`src/shared/hdr_ddr_pkg.sv`:
```
// Constants, types and carriers for the HDR-DDR command decoder
package hdr_ddr_pkg;
    // ========================================================
    // Frame layout
    localparam int         FRAME_BITS   = 20;
    localparam logic [4:0] FRAME_LAST   = 5'h13;
    localparam logic [1:0] PRE_CMD      = 2'h1;
    localparam logic [1:0] PRE_DATA     = 2'h2;
    localparam logic [1:0] PRE_CRC      = 2'h1;
    localparam logic       PAR0_SEED    = 1'b1;
    localparam logic [3:0] CRC_TOKEN    = 4'hC;
    localparam logic [4:0] CRC_INIT     = 5'h1F;
    localparam logic [4:0] CRC_POLY     = 5'h05;
    localparam logic [6:0] CRC_PAD      = 7'h00;
    // ========================================================
    // Mode entry and bus patterns
    localparam logic [2:0] HDR_DDR_MODE     = 3'h0;
    localparam logic [2:0] RESTART_TOGGLES  = 3'h2;
    localparam logic [2:0] EXIT_TOGGLES     = 3'h4;
    // ========================================================
    // Command codes and write data words
    localparam logic [6:0]  WRITE_CMD                 = 7'h3B;
    localparam logic [6:0]  READ_FIELD_16BIT          = 7'h21;
    localparam logic [6:0]  READ_FIELD_20BIT_AND_TEMP = 7'h22;
    localparam logic [6:0]  READ_STATUS_WORD          = 7'h23;
    localparam logic [2:0]  WORDS_SHORT               = 3'h3;
    localparam logic [2:0]  WORDS_LONG                = 3'h5;
    localparam logic [2:0]  WORDS_STATUS              = 3'h1;
    localparam logic [2:0]  WORDS_NONE                = 3'h0;
    localparam logic [15:0] DW_MEAS_MAG               = 16'h0001;
    localparam logic [15:0] DW_MEAS_TEMP              = 16'h0003;
    localparam logic [15:0] DW_CONT_ON                = 16'h0004;
    localparam logic [15:0] DW_DO_SET                 = 16'h0005;
    localparam logic [15:0] DW_CONT_OFF               = 16'h0006;
    localparam logic [15:0] DW_DO_RESET               = 16'h0007;
    // ========================================================
    // Register bus map
    localparam logic [3:0] ADDR_CTRL   = 4'h0;
    localparam logic [3:0] ADDR_STATUS = 4'h4;
    // ========================================================
    // States and carriers
    typedef enum logic [2:0] {
        ST_OFF    = 3'b000,
        ST_CMD    = 3'b001,
        ST_WDATA  = 3'b010,
        ST_WCRC   = 3'b011,
        ST_READ   = 3'b100,
        ST_WAIT   = 3'b101,
        ST_SILENT = 3'b110
    } hdr_state_t;
    typedef struct packed {
        logic [9:0][7:0] fieldData;
        logic [7:0]      primaryStatusReg;
        logic [7:0]      secondaryStatusReg;
    } sensor_regs_t;
    typedef struct packed {
        logic measMag;
        logic measTemp;
        logic doSet;
        logic doReset;
    } action_t;
endpackage : hdr_ddr_pkg

```
`src/verilog/hdr_ddr_command_decoder.sv`:
```
// HDR-DDR command decoder of the magnetic sensor bus target
`timescale 1ns/10ps
`default_nettype none
// Functional notes
// - Enter DDR mode only on the mode-zero entry command; no other HDR mode.
// - Other HDR entry codes: release the data line and wait for exit.
// - Stay in DDR mode across frames until the exit pattern appears.
// - Each frame: two preamble bits, sixteen payload bits, two parity bits.
// - Write command: flag zero, command 3B, then own dynamic address.
// - Data 0001 starts magnetic, 0003 temperature measurement.
// - Data 0004 enables, 0006 disables continuous measurement mode.
// - Data 0005 fires a set pulse, 0007 a reset pulse.
// - Read codes 21 short, 22 long, 23 status are recognised.
// - Short read returns three words, registers 0 to 5, low first.
// - Long read returns five words, registers 0 to 9.
// - Status read returns one word from status registers 18 and 19.
// - Every read ends with an appended CRC word.
// - Status word: primary status byte first, secondary second.
module hdr_ddr_command_decoder #(
    parameter logic [6:0] DEFAULT_DYN_ADDR = 7'h08
) (
    input  wire logic                      clk,
    input  wire logic                      rst_b,
    input  wire logic                      ce,
    input  wire logic [3:0]                avs_address,
    input  wire logic                      avs_read,
    input  wire logic                      avs_write,
    input  wire logic [31:0]               avs_writedata,
    output logic [31:0]                    avs_readdata,
    output logic                           avs_waitrequest,
    input  wire logic                      sclPin,
    input  wire logic                      sdaIn,
    output logic                           sdaOut,
    output logic                           sdaOe,
    input  wire logic                      cccEnter,
    input  wire logic [2:0]                cccMode,
    input  wire hdr_ddr_pkg::sensor_regs_t sensorRegs,
    output hdr_ddr_pkg::action_t           actionPulse,
    output logic                           contMode
);
    import hdr_ddr_pkg::*;

    // ========================================================
    // Helper functions
    // Parity pair over odd and even payload bits
    function automatic logic [1:0] ddrParity(input logic [15:0] p);
        logic odd;
        logic even;
        odd  = 1'b0;
        even = PAR0_SEED;
        for (int i = 0; i < 16; i += 2) begin
            odd  = odd ^ p[i+1];
            even = even ^ p[i];
        end
        return {odd, even};
    endfunction : ddrParity

    function automatic logic [19:0] buildFrame(input logic [1:0] pre, input logic [15:0] pay);
        return {pre, pay, ddrParity(pay)};
    endfunction : buildFrame

    // CRC5 over one word, MSB first
    function automatic logic [4:0] crc5Step(input logic [4:0] c, input logic [15:0] d);
        logic [4:0] r;
        logic       fb;
        r = c;
        for (int i = 15; i >= 0; i--) begin
            fb = r[4] ^ d[i];
            r  = {r[3:0], 1'b0};
            if (fb) begin
                r = r ^ CRC_POLY;
            end
        end
        return r;
    endfunction : crc5Step

    function automatic logic [2:0] wordsFor(input logic [6:0] code);
        case (code)
            READ_FIELD_16BIT:          return WORDS_SHORT;
            READ_FIELD_20BIT_AND_TEMP: return WORDS_LONG;
            READ_STATUS_WORD:          return WORDS_STATUS;
            default:                   return WORDS_NONE;
        endcase
    endfunction : wordsFor

    // Lower-addressed register lands in the upper payload byte
    function automatic logic [15:0] pickWord(input logic [6:0] code, input logic [2:0] idx,
                                             input sensor_regs_t regs);
        logic [3:0] lo;
        lo = {idx, 1'b0};
        if (code == READ_STATUS_WORD) begin
            return {regs.primaryStatusReg, regs.secondaryStatusReg};
        end
        return {regs.fieldData[lo], regs.fieldData[lo + 4'h1]};
    endfunction : pickWord

    // ========================================================
    // Declarations
    logic        sclMeta_reg, sclSync_reg, sclLast_reg;
    logic        sdaMeta_reg, sdaSync_reg, sdaLast_reg;
    logic [2:0]  patCnt_reg;
    logic [4:0]  bitCnt_reg;
    logic [18:0] rxShift_reg;
    hdr_state_t  hdrState_reg;
    logic [19:0] txShift_reg;
    logic [2:0]  wordIdx_reg;
    logic [2:0]  wordsTotal_reg;
    logic [6:0]  rdCode_reg;
    logic [4:0]  crc_reg;
    logic        crcSent_reg;
    action_t     action_reg;
    logic        contMode_reg;
    logic [15:0] lastCmd_reg;
    logic [6:0]  dynAddr_reg;
    logic        ack_reg;
    logic [31:0] readData_reg;

    logic        sclEdge, sclRise, sdaFall;
    logic        exitHit, restartHit;
    logic        receiving, frameDone, cmdDone, dataDone;
    logic [19:0] rxFrame;
    logic [15:0] rxPay;
    logic        parOk, wrOk, rdOk;
    logic [6:0]  rdCode;
    logic        txBoundary;
    logic        dataKnown;

    // ========================================================
    // Pin synchronisers; SCL is sampled, not used as a clock
    always_ff @(posedge clk) begin
        if (!rst_b) begin
            sclMeta_reg <= 1'b1;
            sclSync_reg <= 1'b1;
            sclLast_reg <= 1'b1;
            sdaMeta_reg <= 1'b1;
            sdaSync_reg <= 1'b1;
            sdaLast_reg <= 1'b1;
        end else if (ce) begin
            sclMeta_reg <= sclPin;
            sclSync_reg <= sclMeta_reg;
            sclLast_reg <= sclSync_reg;
            sdaMeta_reg <= sdaIn;
            sdaSync_reg <= sdaMeta_reg;
            sdaLast_reg <= sdaSync_reg;
        end
    end

    // Edge detection after the second stage only
    assign sclEdge = sclSync_reg ^ sclLast_reg;
    assign sclRise = sclSync_reg & ~sclLast_reg;
    assign sdaFall = ~sdaSync_reg & sdaLast_reg;

    // ========================================================
    // Restart and exit patterns: SDA falls while SCL stays low
    always_ff @(posedge clk) begin
        if (!rst_b) begin
            patCnt_reg <= 3'h0;
        end else if (ce) begin
            if (sclSync_reg) begin
                patCnt_reg <= 3'h0;
            end else if (sdaFall && patCnt_reg != EXIT_TOGGLES) begin
                patCnt_reg <= patCnt_reg + 3'h1;
            end
        end
    end

    // Data changes once per SCL phase at most, so two falls mark a pattern
    assign exitHit    = ~sclSync_reg & sdaFall & (patCnt_reg == EXIT_TOGGLES - 3'h1);
    assign restartHit = sclRise & (patCnt_reg >= RESTART_TOGGLES) & (patCnt_reg < EXIT_TOGGLES);

    // ========================================================
    // Frame receiver; every SCL edge carries one bit
    assign receiving = (hdrState_reg == ST_CMD) | (hdrState_reg == ST_WDATA) |
                       (hdrState_reg == ST_WCRC);
    assign rxFrame   = {rxShift_reg, sdaSync_reg};
    assign rxPay     = rxFrame[17:2];
    assign frameDone = sclEdge & (bitCnt_reg == FRAME_LAST) & receiving & ~restartHit;
    assign cmdDone   = frameDone & (hdrState_reg == ST_CMD);
    assign dataDone  = frameDone & (hdrState_reg == ST_WDATA) &
                       (rxFrame[1:0] == ddrParity(rxPay));

    always_ff @(posedge clk) begin
        if (!rst_b) begin
            rxShift_reg <= 19'h00000;
        end else if (ce && sclEdge) begin
            rxShift_reg <= rxFrame[18:0];
        end
    end

    // bit position, shared by receive and transmit
    always_ff @(posedge clk) begin
        if (!rst_b) begin
            bitCnt_reg <= 5'h00;
        end else if (ce) begin
            if (exitHit || restartHit || hdrState_reg == ST_OFF) begin
                bitCnt_reg <= 5'h00;
            end else if (sclEdge && (receiving || hdrState_reg == ST_READ)) begin
                bitCnt_reg <= (bitCnt_reg == FRAME_LAST) ? 5'h00 : bitCnt_reg + 5'h01;
            end
        end
    end

    // ========================================================
    // Command decode; a bad parity pair is treated as a foreign command
    // trusted only through the parity and preamble checks
    assign parOk  = (rxFrame[1:0] == ddrParity(rxPay)) & (rxFrame[19:18] == PRE_CMD);
    assign wrOk   = ~rxPay[15] & (rxPay[14:8] == WRITE_CMD) & (rxPay[7:1] == dynAddr_reg) & parOk;
    assign rdCode = rxPay[7:1];
    assign rdOk   = rxPay[15] & (rxPay[14:8] == dynAddr_reg) & parOk & (wordsFor(rdCode) != WORDS_NONE);

    // ========================================================
    // Mode state machine
    // entry; silent; held until exit
    always_ff @(posedge clk) begin
        if (!rst_b) begin
            hdrState_reg <= ST_OFF;
        end else if (ce) begin
            if (exitHit && hdrState_reg != ST_OFF) begin
                hdrState_reg <= ST_OFF;
            end else if (restartHit && hdrState_reg != ST_OFF && hdrState_reg != ST_SILENT) begin
                hdrState_reg <= ST_CMD;
            end else begin
                case (hdrState_reg)
                    ST_OFF: begin
                        if (cccEnter) begin
                            hdrState_reg <= (cccMode == HDR_DDR_MODE) ? ST_CMD : ST_SILENT;
                        end
                    end
                    ST_CMD: begin
                        if (cmdDone) begin
                            hdrState_reg <= wrOk ? ST_WDATA : (rdOk ? ST_READ : ST_WAIT);
                        end
                    end
                    ST_WDATA: begin
                        if (frameDone) begin
                            hdrState_reg <= ST_WCRC;
                        end
                    end
                    // controller CRC word is consumed, not checked
                    ST_WCRC: begin
                        if (frameDone) begin
                            hdrState_reg <= ST_WAIT;
                        end
                    end
                    ST_READ: begin
                        if (txBoundary && crcSent_reg) begin
                            hdrState_reg <= ST_WAIT;
                        end
                    end
                    ST_WAIT:   hdrState_reg <= ST_WAIT;
                    ST_SILENT: hdrState_reg <= ST_SILENT;
                    default:   hdrState_reg <= ST_OFF;
                endcase
            end
        end
    end

    // ========================================================
    // Read transmitter; bits move on every SCL edge, MSB first
    assign txBoundary = (hdrState_reg == ST_READ) & sclEdge & (bitCnt_reg == FRAME_LAST) & ~restartHit;

    always_ff @(posedge clk) begin
        if (!rst_b) begin
            txShift_reg    <= 20'h00000;
            wordIdx_reg    <= 3'h0;
            wordsTotal_reg <= 3'h0;
            rdCode_reg     <= 7'h00;
            crc_reg        <= CRC_INIT;
            crcSent_reg    <= 1'b0;
        end else if (ce) begin
            if (cmdDone && rdOk) begin
                txShift_reg    <= buildFrame(PRE_DATA, pickWord(rdCode, 3'h0, sensorRegs));
                crc_reg        <= crc5Step(CRC_INIT, pickWord(rdCode, 3'h0, sensorRegs));
                wordIdx_reg    <= 3'h1;
                wordsTotal_reg <= wordsFor(rdCode);
                rdCode_reg     <= rdCode;
                crcSent_reg    <= 1'b0;
            end else if (hdrState_reg == ST_READ && sclEdge) begin
                if (bitCnt_reg != FRAME_LAST) begin
                    txShift_reg <= {txShift_reg[18:0], 1'b0};
                end else if (wordIdx_reg < wordsTotal_reg) begin
                    txShift_reg <= buildFrame(PRE_DATA, pickWord(rdCode_reg, wordIdx_reg, sensorRegs));
                    crc_reg     <= crc5Step(crc_reg, pickWord(rdCode_reg, wordIdx_reg, sensorRegs));
                    wordIdx_reg <= wordIdx_reg + 3'h1;
                end else if (!crcSent_reg) begin
                    txShift_reg <= buildFrame(PRE_CRC, {CRC_TOKEN, crc_reg, CRC_PAD});
                    crcSent_reg <= 1'b1;
                end
            end
        end
    end

    // drive only while a read is being answered
    assign sdaOut = txShift_reg[19];
    assign sdaOe  = (hdrState_reg == ST_READ);

    // ========================================================
    // Write actions; one-cycle pulses and the held continuous mode level to the measurement engine
    assign dataKnown = (rxPay == DW_MEAS_MAG) | (rxPay == DW_MEAS_TEMP) | (rxPay == DW_CONT_ON) |
                       (rxPay == DW_CONT_OFF) | (rxPay == DW_DO_SET) | (rxPay == DW_DO_RESET);

    always_ff @(posedge clk) begin
        if (!rst_b) begin
            action_reg <= '0;
        end else if (ce) begin
            action_reg.measMag  <= dataDone & (rxPay == DW_MEAS_MAG);
            action_reg.measTemp <= dataDone & (rxPay == DW_MEAS_TEMP);
            action_reg.doSet    <= dataDone & (rxPay == DW_DO_SET);
            action_reg.doReset  <= dataDone & (rxPay == DW_DO_RESET);
        end
    end

    always_ff @(posedge clk) begin
        if (!rst_b) begin
            contMode_reg <= 1'b0;
        end else if (ce && dataDone && dataKnown) begin
            if (rxPay == DW_CONT_ON) begin
                contMode_reg <= 1'b1;
            end else if (rxPay == DW_CONT_OFF) begin
                contMode_reg <= 1'b0;
            end
        end
    end

    assign actionPulse = action_reg;
    assign contMode    = contMode_reg;

    // Last command payload, kept for software inspection
    always_ff @(posedge clk) begin
        if (!rst_b) begin
            lastCmd_reg <= 16'h0000;
        end else if (ce && cmdDone) begin
            lastCmd_reg <= rxPay;
        end
    end

    // ========================================================
    // Avalon slave: one wait cycle, then answer
    assign avs_waitrequest = (avs_read | avs_write) & ~ack_reg;
    assign avs_readdata    = readData_reg;

    always_ff @(posedge clk) begin
        if (!rst_b) begin
            ack_reg      <= 1'b0;
            readData_reg <= 32'h00000000;
            dynAddr_reg  <= DEFAULT_DYN_ADDR;
        end else if (ce) begin
            ack_reg <= (avs_read | avs_write) & ~ack_reg;
            if (avs_read && !ack_reg) begin
                case (avs_address)
                    ADDR_CTRL:   readData_reg <= {25'h0000000, dynAddr_reg};
                    ADDR_STATUS: readData_reg <= {lastCmd_reg, 11'h000, sdaOe, contMode_reg, hdrState_reg};
                    default:     readData_reg <= 32'h00000000;
                endcase
            end
            // Address changes mid-read would confuse the decoder; software writes it while idle
            if (avs_write && ack_reg && avs_address == ADDR_CTRL) begin
                dynAddr_reg <= avs_writedata[6:0];
            end
        end
    end
endmodule : hdr_ddr_command_decoder
`default_nettype wire

```
`config.mk`:
```
export PLATFORM = sky130hd
export DESIGN_NAME = hdr_ddr_command_decoder
export DESIGN_NICKNAME = d
export VERILOG_FILES = /design/src/shared/hdr_ddr_pkg.sv /design/src/verilog/hdr_ddr_command_decoder.sv
export SDC_FILE = /design/constraint.sdc
export NUM_CORES = 1
export LEC_CHECK = 0
export CAP_MARGIN = 25
export CORE_MARGIN = 3
export CORE_UTILIZATION = 23
export DETAILED_ROUTE_END_ITERATION = 7
export DONT_BUFFER_PORTS = 1
export PLACE_DENSITY = 0.39
export SLEW_MARGIN = 40
export SYNTH_ARGS = -nofsm -noshare
export SYNTH_HDL_FRONTEND = slang
export SYNTH_SLANG_ARGS = --single-unit
export TNS_END_PERCENT = 50
```
`constraint.sdc`:
```
create_clock -name clk -period 3.2 [get_ports clk]
set_input_delay 0.64 -clock clk [delete_from_list [all_inputs] [get_ports clk]]
set_output_delay 0.64 -clock clk [all_outputs]
set_load 0.01 [all_outputs]
```
After elaboration in Yosys (flattened, before gate mapping)
Cells that the tools add are included.

Input port bits: 143. Bits in registers: 136. Logic and storage cells: 495.

Equal/unequal tests: 35. Reductions and logical operators: 39. Bitwise operators: 155. Magnitude comparators: 5. Add/sub/neg operators: 4. Mux-type cells: 232.

Operators by type and width (count): $mux W5 (142); $mux W16 (13); $mux W3 (47); $mux W20 (5); $xor A1 B1 Y1 (77); $eq A16 B3 Y1 const B (4); $pmux W32 S2 (1); $not A2 Y2 (31); $eq A7 B6 Y1 const B (5); $bmux W8 S4 (1); $and A1 B1 Y1 (27); $bmux W8 S3 (1); $pmux W3 S7 (1); $mux W1 (18); $eq A16 B1 Y1 const B (1); $eq A16 B2 Y1 const B (1); $mux W8 (2); $ne A4 B2 Y1 const B (4); $logic_and A1 B1 Y1 (15); $eq A7 B7 Y1 (2); $not A1 Y1 (12); $reduce_and A2 Y1 (6); $lt A4 B5 Y1 const B (2); $reduce_bool A2 Y1 (5); other kinds (27) (47).

Depth between registers and ports, before layout
Gate-level depths: netlist of run 1.

Depth after elaboration: 149. Depth in mapped cells: 13. Depth with buffers taken out: 10.

Least setup slack after synthesis of run 1
OpenSTA, ideal clock, no wires.

Path type: input port to flip-flop. From: input sensorRegs[65] (netlist name). To: register crc_reg[0]. Data arrival time: 2.784 ns. Stages: 9. Buffers on the path: 0. Library setup time: 0.141 ns. Setup slack: 0.275 ns. Data required time: 3.059 ns. Cell sequence: mux4_2 -> a22o_1 -> mux2i_1 -> xnor2_1 -> xnor3_1 -> xnor3_2 -> xor2_2 -> xnor2_1 -> o211ai_1.

Longest elaborated chain between the ends: 75.

Ends and longest elaborated chain: start, declared (line hdr_ddr_command_decoder.sv:37) `input wire hdr_ddr_pkg::sensor_regs_t sensorRegs,`; $bmux W8 S3 (line hdr_ddr_command_decoder.sv:94) `return {regs.fieldData[lo], regs.fieldData[lo + 4'h1]};`; $mux W8 (implied by the code) (line hdr_ddr_command_decoder.sv:94); $mux W16 (line hdr_ddr_command_decoder.sv:94); $mux W16 (line hdr_ddr_command_decoder.sv:281) `end else if (wordIdx_reg < wordsTotal_reg) begin`; $mux W16 (line hdr_ddr_command_decoder.sv:279) `if (bitCnt_reg != FRAME_LAST) begin`; $mux W16 (line hdr_ddr_command_decoder.sv:278) `end else if (hdrState_reg == ST_READ && sclEdge) begin`; $mux W16 (line hdr_ddr_command_decoder.sv:271) `if (cmdDone && rdOk) begin`; $mux W16 (line hdr_ddr_command_decoder.sv:270) `end else if (ce) begin`; [59 not listed]; $mux W5 (line hdr_ddr_command_decoder.sv:270); $mux W5 (line hdr_ddr_command_decoder.sv:263) `if (!rst_b) begin`; $xor A1 B1 Y1 (line hdr_ddr_command_decoder.sv:68) `fb = r[4] ^ d[i];`; $mux W3 (line hdr_ddr_command_decoder.sv:70) `if (fb) begin`; $mux W5 (line hdr_ddr_command_decoder.sv:281); $mux W5 (line hdr_ddr_command_decoder.sv:279); $mux W5 (line hdr_ddr_command_decoder.sv:278); $mux W5 (line hdr_ddr_command_decoder.sv:271); end signal, assigned (line hdr_ddr_command_decoder.sv:273) `crc_reg <= crc5Step(CRC_INIT, pickWord(rdCode, 3'h0, sensorRegs));`; end signal, assigned (line hdr_ddr_command_decoder.sv:283) `crc_reg <= crc5Step(crc_reg, pickWord(rdCode_reg, wordIdx_reg, sensorRegs));`; end, declared (line hdr_ddr_command_decoder.sv:109) `logic [4:0] crc_reg;`.

No other way between the ends. The select of a mux whose other input is x is not followed. A chain may end at the register's enable or synchronous reset.

Worst setup path after layout of run 1
From: register rdCode_reg[3]. To: register txShift_reg[1].

Longest elaborated chain between the ends: 26.

Ends and longest elaborated chain: start, declared (line hdr_ddr_command_decoder.sv:108) `logic [6:0] rdCode_reg;`; start signal, assigned (line hdr_ddr_command_decoder.sv:276) `rdCode_reg <= rdCode;`; $eq A7 B6 Y1 (*) (line hdr_ddr_command_decoder.sv:91) `if (code == READ_STATUS_WORD) begin`; $mux W1 (*) (line hdr_ddr_command_decoder.sv:91); $mux W1 (*) (line hdr_ddr_command_decoder.sv:281); $mux W1 (*) (line hdr_ddr_command_decoder.sv:279); $mux W1 (*) (line hdr_ddr_command_decoder.sv:278); $mux W1 (*) (line hdr_ddr_command_decoder.sv:271); $mux W1 (*) (line hdr_ddr_command_decoder.sv:270); $mux W1 (*) (line hdr_ddr_command_decoder.sv:263); [5 not listed]; $mux W16 (*) (line hdr_ddr_command_decoder.sv:270); $mux W16 (*) (line hdr_ddr_command_decoder.sv:263); $xor A1 B1 Y1 (6 in a row) (line hdr_ddr_command_decoder.sv:52) `odd = odd ^ p[i+1];`; $xor A1 B1 Y1 (*) (line hdr_ddr_command_decoder.sv:52); $mux W20 (*) (line hdr_ddr_command_decoder.sv:281); $mux W20 (*) (line hdr_ddr_command_decoder.sv:279); $mux W20 (*) (line hdr_ddr_command_decoder.sv:278); $mux W20 (*) (line hdr_ddr_command_decoder.sv:271); end signal, assigned (line hdr_ddr_command_decoder.sv:272) `txShift_reg <= buildFrame(PRE_DATA, pickWord(rdCode, 3'h0, sensorRegs));`; end signal, assigned (line hdr_ddr_command_decoder.sv:280) `txShift_reg <= {txShift_reg[18:0], 1'b0};`; end signal, assigned (line hdr_ddr_command_decoder.sv:282) `txShift_reg <= buildFrame(PRE_DATA, pickWord(rdCode_reg, wordIdx_reg, sensorRegs));`; end, declared (line hdr_ddr_command_decoder.sv:105) `logic [19:0] txShift_reg;`.

Mark *: on every way between the ends. The rest lies on a longest branch, timed or not. The select of a mux whose other input is x is not followed.

==> run metrics, run 1 <==
CTS HTree Levels=4; Sinks on Clock Net=127; # rows=68; Placer Congestion=0.827; status=finished clean; WL per Instance=17.7 um; EDFF count, synth=0; power after layout=4.19 mW; Worst setup EP type=flop; leak pwr=3.63 nW; share of layout cells above drive strength 1=0.149; DR vias/cell=4.64; post-CTS setup buffers=0; Tmin final=3.05 ns; Initial Util=0.234; period utilisation layout=0.953; Setup TNS Final=0 ns; Die ar.=37400 um^2; Final Hold Fails=0; Nets=1107; Seq/Total Area, Yosys=0.315; startpoint types=flop; first-pass GRT wire length=40.2 mm; antenna-violating nets left=0; post-synth cell types=69; FFs w/ async S/R, synth=0; router iterations before antenna repair=5; max_cap viols=0; HPWL Detailed=19.1 mm; die height=193 um; RSZ-0062 raised after global routing=no; max reg flops=23; die width=193 um; Max VDD drop=362 uV; CP max FO=14; Setup Crit Path Kind=reg -> reg; TritonCTS buffer count=17; DRT Wirelength=25.3 mm; Core Footprint=34500 um^2; filler instances=3806; clock root cell=clkbuf_16; antenna violations before repair=1; final setup fails=0; number of global-route vias before repair=6777; DR vias=6610; largest net degree at the start of global routing=65; CP arrival=3.40 ns; post-route DRC violation count=0; most common cell after layout, fill and taps aside=dfxtp_1; PortBufs=0; required time worst endpoint=3.55 ns; GRT overflow=0; power density over the cells=441 nW/um^2; Antenna diodes=0; slew margin rel.=0.492; commonest non-fill, non-tap cells in the layout=127 x dfxtp_1, 112 x nand2_1, 81 x nor2_1, 79 x xnor2_1, 62 x a21oi_1; worst slew pin tran=0.762 ns; CTS Buffer Depth=2; CTS Hold Bufs=0; worst clock skew=0.0242 ns; Cells after Synth=945; Post-synth top flop=dfxtp_1; fmax=328 MHz; area grow syn2layout=17.6%; area of the multi-input gates=5140 um^2; Synth Register Bits=127; post-placement cell area=8910 um^2; Worst Hold Class=in -> reg; All-Layer GR Usage=0.134; clock-pin slew on the worst setup and hold paths=0.07 ns; Detailed Route Iter0 Violations=393; storage element area=2540 um^2; CTS tree=built; Cell Area, Synth=8080 um^2; Slew Viols, Final=0; Ys Warns=0; Syn Area/Cell=8.55 um^2; cell area after layout=9500 um^2; worst skew pair latency=0.43 ns; IO Pins=183
-- logic make-up (layout without fill, tap and decap cells) --
family	count (synthesis)	in the layout	share of synthesized area
mux	85	85	0.126
flops	127	127	0.315
compound gates	193	193	0.158
buf+inv	100	117	0.0537
other cells	1	9	0.000464
fa+ha+maj	7	7	0.0108
simple gates	305	305	0.179
xor+xnor	127	127	0.158
-- critical path, stage by stage (launching register included) --
cell and delay (ns):
dfxtp_1 0.31, or4b_4 0.56, or2_4 0.31, buf_4 0.21, a21oi_1 0.44, xnor3_1 0.42, xnor2_1 0.21, a211oi_1 0.10
a211o_1 0.30, a21oi_1 0.11
-- what timing repair did --
item	in CTS	in global routing
gates resized for setup	0	2
setup endpoints to repair	0	4
hold endpoints to repair	0	0
-- metrics by stage --
stage | hold slack, ns | cells | worst slack (ns) | utilization
2_1_floorplan | 0.433 | 953 | 0.275 | -
3_3_place_gp | 0.443 | 1393 | 0.0620 | 0.258
3_5_place_dp | 0.443 | 1393 | 0.0497 | 0.258
4_1_cts | 0.272 | 1425 | 0.0285 | 0.275
5_1_grt | 0.273 | 1425 | 0.0188 | 0.275
6_report | 0.294 | 1425 | 0.149 | 0.275
-- cell type report --
cell class,instances,share of cell area
clock inverter,15,0.0171
clock buffer,17,0.0448
tap,455,0.0599
sequential,127,0.268
multi-input combinational,726,0.541
timing repair buffer,67,0.0622
inverter,18,0.00711
-- worst paths after layout --
kind | start | endpoint | slack [ns] | cells past startpoint
setup reg to reg | rdCode_reg[3]$_SDFFE_PN0P_ | txShift_reg[1]$_SDFFE_PN0P_ | 0.15 | 9
hold / removal | rst_b | sclMeta_reg$_SDFFE_PN1P_ | 0.29 | 1
hold reg to reg | txShift_reg[9]$_SDFFE_PN0P_ | txShift_reg[9]$_SDFFE_PN0P_ | 0.45 | 2
setup / recovery | rdCode_reg[3]$_SDFFE_PN0P_ | txShift_reg[1]$_SDFFE_PN0P_ | 0.15 | 9
-- where the power goes --
part           total [mW]  switching (mW)  leakage (nW)  internal, mW
Sequential           1.61          0.0154          1.02          1.59
Combinational       0.649           0.332          2.32         0.317
Clock                1.93           0.884         0.286          1.05
-- cells in the mapped netlist, types with 3 or more instances --
library cell	n	area [um^2]
mux2_2	17	191
nor3b_1	3	22.5
xor2_1	35	307
o21a_1	4	30.0
nor2b_1	30	188
a22o_1	7	61.3
mux4_2	11	248
inv_1	17	63.8
xnor2_1	79	692
o211ai_1	10	75.1
and3_1	9	56.3
o21ai_0	22	110
buf_2	8	40.0
nand4_1	7	43.8
a21boi_0	8	60.1
buf_4	9	67.6
nand2_1	112	420
nor4b_1	4	35.0
a211oi_1	15	113
nand3b_1	5	37.5
nor3_1	16	80.1
buf_1	3	11.3
xnor3_1	9	203
and2_1	7	43.8
o22ai_1	9	56.3
dfxtp_1	127	2540
a211o_1	4	35.0
a21oi_1	62	310
a31oi_1	4	25.0
nand2b_1	4	25.0
nand3_1	6	30.0
a22oi_1	31	233
mux2i_1	55	551
ha_1	7	87.6
clkbuf_1	60	225
nor2_1	81	304
nor4_1	8	50.1
-- layer usage --
layer  GRT usage  part of all wire  vias up
li1            -                 -     3315
met1       0.192              0.50     3144
met2       0.207              0.45      133
met3      0.0294             0.042       16
met4      0.0268            0.0083        2
met5           0           0.00051        -
Power figures use the tool's default switching activity.
==> run 2, diff against run 1 <==
REMOVE_ABC_BUFFERS = 1   (was not set)
SETUP_SLACK_MARGIN = 0.2   (was not set)
==> run 2 against run 1 <==
Against the previous run: global-route usage rose by 0.11 points; wire length rose by 1.7%; cell area rose by 0.51%; register-to-register slack improved by 0.14 ns; critical path type unchanged; largest power group unchanged.
==> run metrics, run 2 (synthesis gave the netlist of run 1 again) <==
status=finished clean; clock-pin slew on the worst setup and hold paths=0.06 ns (about the same); Tmin final=2.91 ns (-0.140 ns); startpoint types=flop; antenna violations before repair=0 (-1); Max VDD drop=315 uV (-13%); worst clock skew=0.0120 ns (-0.0121 ns); Hold WS=0.306 ns (+0.0122 ns); HPWL Detailed=19.0 mm (-0.18%); Worst setup EP type=flop; final setup fails=0 (unchanged); Nets=1095 (-1.1%); power density over the cells=451 nW/um^2 (+2.2%); area grow syn2layout=18.2%; worst slew pin tran=0.712 ns (-0.0503 ns); Placer Congestion=0.801 (-3.2%); CTS tree=built; Final Hold Fails=0 (unchanged); max_cap viols=0 (unchanged); WL per Instance=18.2 um (+2.6%); Core Footprint=34500 um^2 (unchanged); post-route DRC violation count=0 (unchanged); fin cells=1413 (-0.84%); share of layout cells above drive strength 1=0.150 (+0.000829); die height=193 um (unchanged); clock root cell=clkbuf_16; Slew Viols, Final=0 (unchanged); All-Layer GR Usage=0.135 (+0.00108); largest net degree at the start of global routing=65 (unchanged); commonest non-fill, non-tap cells in the layout=125 x dfxtp_1, 111 x nand2_1, 81 x nor2_1, 78 x xnor2_1, 60 x a21oi_1; Sinks on Clock Net=127 (unchanged); RSZ-0062 raised after global routing=yes; Die ar.=37400 um^2 (unchanged); Setup Crit Path Kind=reg -> reg; Initial Util=0.234 (unchanged); period utilisation layout=0.910 (-0.0438); # rows=68 (unchanged); first-pass GRT wire length=39.9 mm (-0.88%); CP max FO=24 (+10); Worst Hold Class=in -> reg; max reg flops=23 (unchanged); CP arrival=3.26 ns (-0.14 ns); CTS Buffer Depth=2 (unchanged); antenna-violating nets left=0 (unchanged); worst skew pair latency=0.42 ns (about the same); slew margin rel.=0.521 (+0.0285); Antenna diodes=0 (unchanged); PortBufs=0 (unchanged); fmax=344 MHz (+4.8%); filler instances=3768 (-1.0%); die width=193 um (unchanged); cell area after layout=9550 um^2 (+0.51%); TritonCTS buffer count=17 (unchanged); post-placement cell area=8790 um^2 (-1.3%); DR vias/cell=4.64 (about the same); leak pwr=3.61 nW (-0.48%); GRT overflow=0 (unchanged); DRT Wirelength=25.7 mm (+1.7%); required time worst endpoint=3.54 ns (about the same); placed cells=1379 (-1.0%); IO Pins=183 (unchanged); router iterations before antenna repair=5 (unchanged); most common cell after layout, fill and taps aside=dfxtp_1; storage element area=2550 um^2 (+0.20%); area of the multi-input gates=5220 um^2 (+1.5%); CTS HTree Levels=4 (unchanged); Core Util, Final=0.276 (+0.00141); power after layout=4.30 mW (+2.7%); number of global-route vias before repair=6674 (-1.5%); DR vias=6560 (-0.76%); Detailed Route Iter0 Violations=410 (+4.3%)
-- run 2: cell count changes in the layout (fill, tap and decap cells not counted), moves of 2 or more --
| cell | change |
|---|---|
| mux2i_4 | +3 |
| clkinv_8 | -3 |
| dfxtp_1 | -2 |
| buf_4 | -13 |
| clkinvlp_4 | +2 |
| a21oi_1 | -2 |
| mux2i_1 | -2 |
| inv_8 | -4 |
| bufinv_16 | +3 |
-- run 2: critical path, stage by stage, from the launching register on --
cell     delay, ns
dfxtp_1       0.41
nor4_4        0.38
nand4_1       0.25
buf_12        0.24
mux2i_1       0.29
xnor2_1       0.17
buf_4         0.16
xnor3_1       0.22
xnor2_1       0.26
xnor2_1       0.16
o22ai_1       0.08
a22oi_1       0.18
-- run 2: repair_timing --
| item | CTS | global route |
|---|---|---|
| hold buffers | 0 | 0 |
| resized for setup | 8 | 10 |
| endpoints found under the setup margin | 7 | 23 |
| gates cloned | 1 | 0 |
| pin swaps | 6 | 2 |
| setup buffers | 0 | 1 |
-- run 2: layout make-up --
cell class / count / area share
multi-input combinational: 726 / 0.547
sequential: 127 / 0.267
tap: 455 / 0.0596
timing repair buffer: 55 / 0.0550
clock buffer: 18 / 0.0460
inverter: 18 / 0.00707
clock inverter: 14 / 0.0187
-- run 2: stage by stage --
step / setup WS (ns) / TNS, ns
2_1_floorplan: -0.419 / -2.22
3_3_place_gp: -0.00155 / -0.00155
3_5_place_dp: 0.0223 / 0
4_1_cts: 0.205 / 0
5_1_grt: 0.0719 / 0
6_report: 0.289 / 0
-- run 2: layer usage --
| metal | GRT usage | vias up | wire (um) |
|---|---|---|---|
| met5 | 0 | - | 0 |
| met4 | 0.0297 | 0 | 279 |
| met3 | 0.0289 | 19 | 1140 |
| met2 | 0.223 | 114 | 12100 |
| met1 | 0.182 | 3141 | 12200 |
| li1 | - | 3286 | - |
-- run 2: worst paths after layout --
path                                              startpoint  cells after the start  slack [ns]                           end
worst max-delay path             rxShift_reg[4]$_SDFFE_PN0P_                     11        0.29       crc_reg[3]$_SDFFE_PN1P_
worst min-delay path                                   rst_b                      1        0.31   dynAddr_reg[3]$_SDFFE_PN1P_
worst max register to register   rxShift_reg[4]$_SDFFE_PN0P_                     11        0.29       crc_reg[3]$_SDFFE_PN1P_
worst min register to register  txShift_reg[13]$_SDFFE_PN0P_                      2        0.46  txShift_reg[13]$_SDFFE_PN0P_
-- run 2: where the power goes --
part	internal (mW)	switching (mW)
Clock	1.26	0.793
Combinational	0.320	0.319
Sequential	1.59	0.0193
==> run 3, diff against run 2 <==
CORE_UTILIZATION = 56   (was 23)
PLACE_DENSITY = 0.74   (was 0.39)
==> run 3 against run 2 <==
Against the previous run: first-iteration DRC count up 30%; register-to-register slack worse by 0.03 ns; sequential power is essentially flat; non-clock buffer count up 2; die area decreased by 57%; sequential share of layout area increased by 0.78 points; critical endpoint is now txShift_reg[1]$_SDFFE_PN0P_; largest cell class unchanged; largest power group unchanged; highest routed layer unchanged.
==> run metrics, run 3 (synthesis gave the netlist of run 1 again) <==
status=finished clean; All-Layer GR Usage=0.261 (+0.126); Hold WS=0.295 ns (-0.0113 ns); slowest library cell on the worst path=or4b_4; Max VDD drop=431 uV (+37%); period utilisation layout=0.920 (+0.0108); Setup Crit Path Kind=reg -> reg; CTS HTree Levels=4 (unchanged); IO Pins=183 (unchanged); post-route DRC violation count=0 (unchanged); worst clock skew=0.00738 ns (-0.00466 ns); Antenna diodes=0 (unchanged); antenna violations before repair=0 (unchanged); die width=126 um (-35%); required time worst endpoint=3.55 ns (about the same); area grow syn2layout=14.9%; Core Footprint=14000 um^2 (-60%); power density over the cells=472 nW/um^2 (+4.8%); first-pass GRT wire length=33.7 mm (-15%); Die ar.=15900 um^2 (-57%); RSZ-0062 raised after global routing=yes; Final Hold Fails=0 (unchanged); CTS Buffer Depth=2 (unchanged); pre-CTS setup slack=-0.0150 ns (-0.0373 ns); clock root cell=clkbuf_16; startpoint types=flop; power after layout=4.38 mW (+1.8%); worst slew pin tran=0.777 ns (+0.0653 ns); CP arrival=3.29 ns (+0.03 ns); commonest non-fill, non-tap cells in the layout=125 x dfxtp_1, 112 x nand2_1, 81 x nor2_1, 72 x xnor2_1, 60 x a21oi_1; worst skew pair latency=0.41 ns (about the same); Sinks on Clock Net=127 (unchanged); most common cell after layout, fill and taps aside=dfxtp_1; CP top delay family=simple AND/OR/NAND/NOR gates; critical path cell sequence=or4b_4, or2_4, buf_4, mux2i_2, xor2_2, xnor3_1, xnor2_2, a211oi_1, a211o_1, a21oi_1; Critical Path Max Stage Delay=0.53 ns (+0.12 ns); min setup slack post-route=0.254 ns (-0.0345 ns); # rows=43 (-37%); CTS tree=built; HPWL Detailed=15.3 mm (-20%); Slew Viols, Final=0 (unchanged); slew margin rel.=0.480 (-0.0405); final setup fails=0 (unchanged); largest net degree at the start of global routing=65 (unchanged); CP max FO=8 (-67%); Initial Util=0.577 (+0.344); Setup TNS Final=0 ns (unchanged); TritonCTS buffer count=17 (unchanged); antenna-violating nets left=0 (unchanged); PortBufs=0 (unchanged); router iterations before antenna repair=6 (+1); clock-pin slew on the worst setup and hold paths=0.06 ns (about the same); WL per Instance=18.8 um (+3.7%); die height=126 um (-35%); leak pwr=3.65 nW (+1.1%); filler instances=1122 (-70%); buffer and inverter count on the worst path=1 (-1); share of layout cells above drive strength 1=0.164 (+0.0132); Worst Hold Class=in -> reg; Tmin final=2.95 ns (+0.0345 ns); DR vias=6864 (+4.6%); fmax=339 MHz (-1.2%); max_cap viols=0 (unchanged); Worst setup EP type=flop; DR vias/cell=6.02 (+30%); DRT Wirelength=21.5 mm (-16%); Nets=1097 (+0.18%); GRT overflow=0 (unchanged); Detailed Route Iter0 Violations=532 (+30%); Placer Congestion=0.898 (+12%); number of global-route vias before repair=6545 (-1.9%); max reg flops=23 (unchanged)
==> run 3: worst reg2reg max path, stage by stage, from the launching register on <==
cell and delay (ns):
dfxtp_2 0.31, or4b_4 0.53, or2_4 0.33, buf_4 0.19
mux2i_2 0.28, xor2_2 0.20, xnor3_1 0.29, xnor2_2 0.23
a211oi_1 0.12, a211o_1 0.29, a21oi_1 0.12
==> run 3: routing by layer <==
layer  global-route usage  wire length, um
met2                0.409             9980
met3               0.0708             1910
met1                0.361             9240
met5                    0                0
met4               0.0662              344
==> run 3: worst paths after layout <==
check	from	cells after the start	end	slack [ns]
hold / removal	rst_b	1	dynAddr_reg[3]$_SDFFE_PN1P_	0.29
hold reg to reg	txShift_reg[10]$_SDFFE_PN0P_	2	txShift_reg[10]$_SDFFE_PN0P_	0.45
setup / recovery	rdCode_reg[3]$_SDFFE_PN0P_	10	txShift_reg[1]$_SDFFE_PN0P_	0.25
setup reg to reg	rdCode_reg[3]$_SDFFE_PN0P_	10	txShift_reg[1]$_SDFFE_PN0P_	0.25
==> run 3: final cells by class <==
type,count,area (um^2),area share
Tap cell,180,225,0.0243
Clock inverter,12,188,0.0202
Inverter,18,67.6,0.00728
Timing Repair Buffer,57,469,0.0506
Clock buffer,20,467,0.0503
Sequential cell,127,2550,0.275
Multi-Input combinational cell,726,5310,0.573
==> run 3: report_power, final <==
part           leakage, nW  internal [mW]  total (mW)  switching, mW
Combinational         2.30          0.321       0.639          0.318
Clock                0.325           1.43        2.13          0.691
Sequential            1.03           1.60        1.62         0.0233
Total                 3.65           3.35        4.38           1.03
==> run 3: what timing repair did <==
action / in CTS / in global routing
gates resized for setup: 6 / 28
buffers inserted: 0 / 5
pin swaps: 0 / 8
endpoints found under the hold margin: 0 / 0
endpoints found under the setup margin: 7 / 29
hold buffers: 0 / 0
gates cloned: 0 / 0
==> run 3: metrics by stage <==
step | area, um^2 | util | instances
finish | 9280 | 0.663 | 1140
global route | 9280 | 0.663 | 1140
CTS | 9090 | 0.650 | 1135
detailed placement | 8410 | 0.601 | 1103
global placement | 8400 | 0.601 | 1103
floorplan | 7740 | - | 871
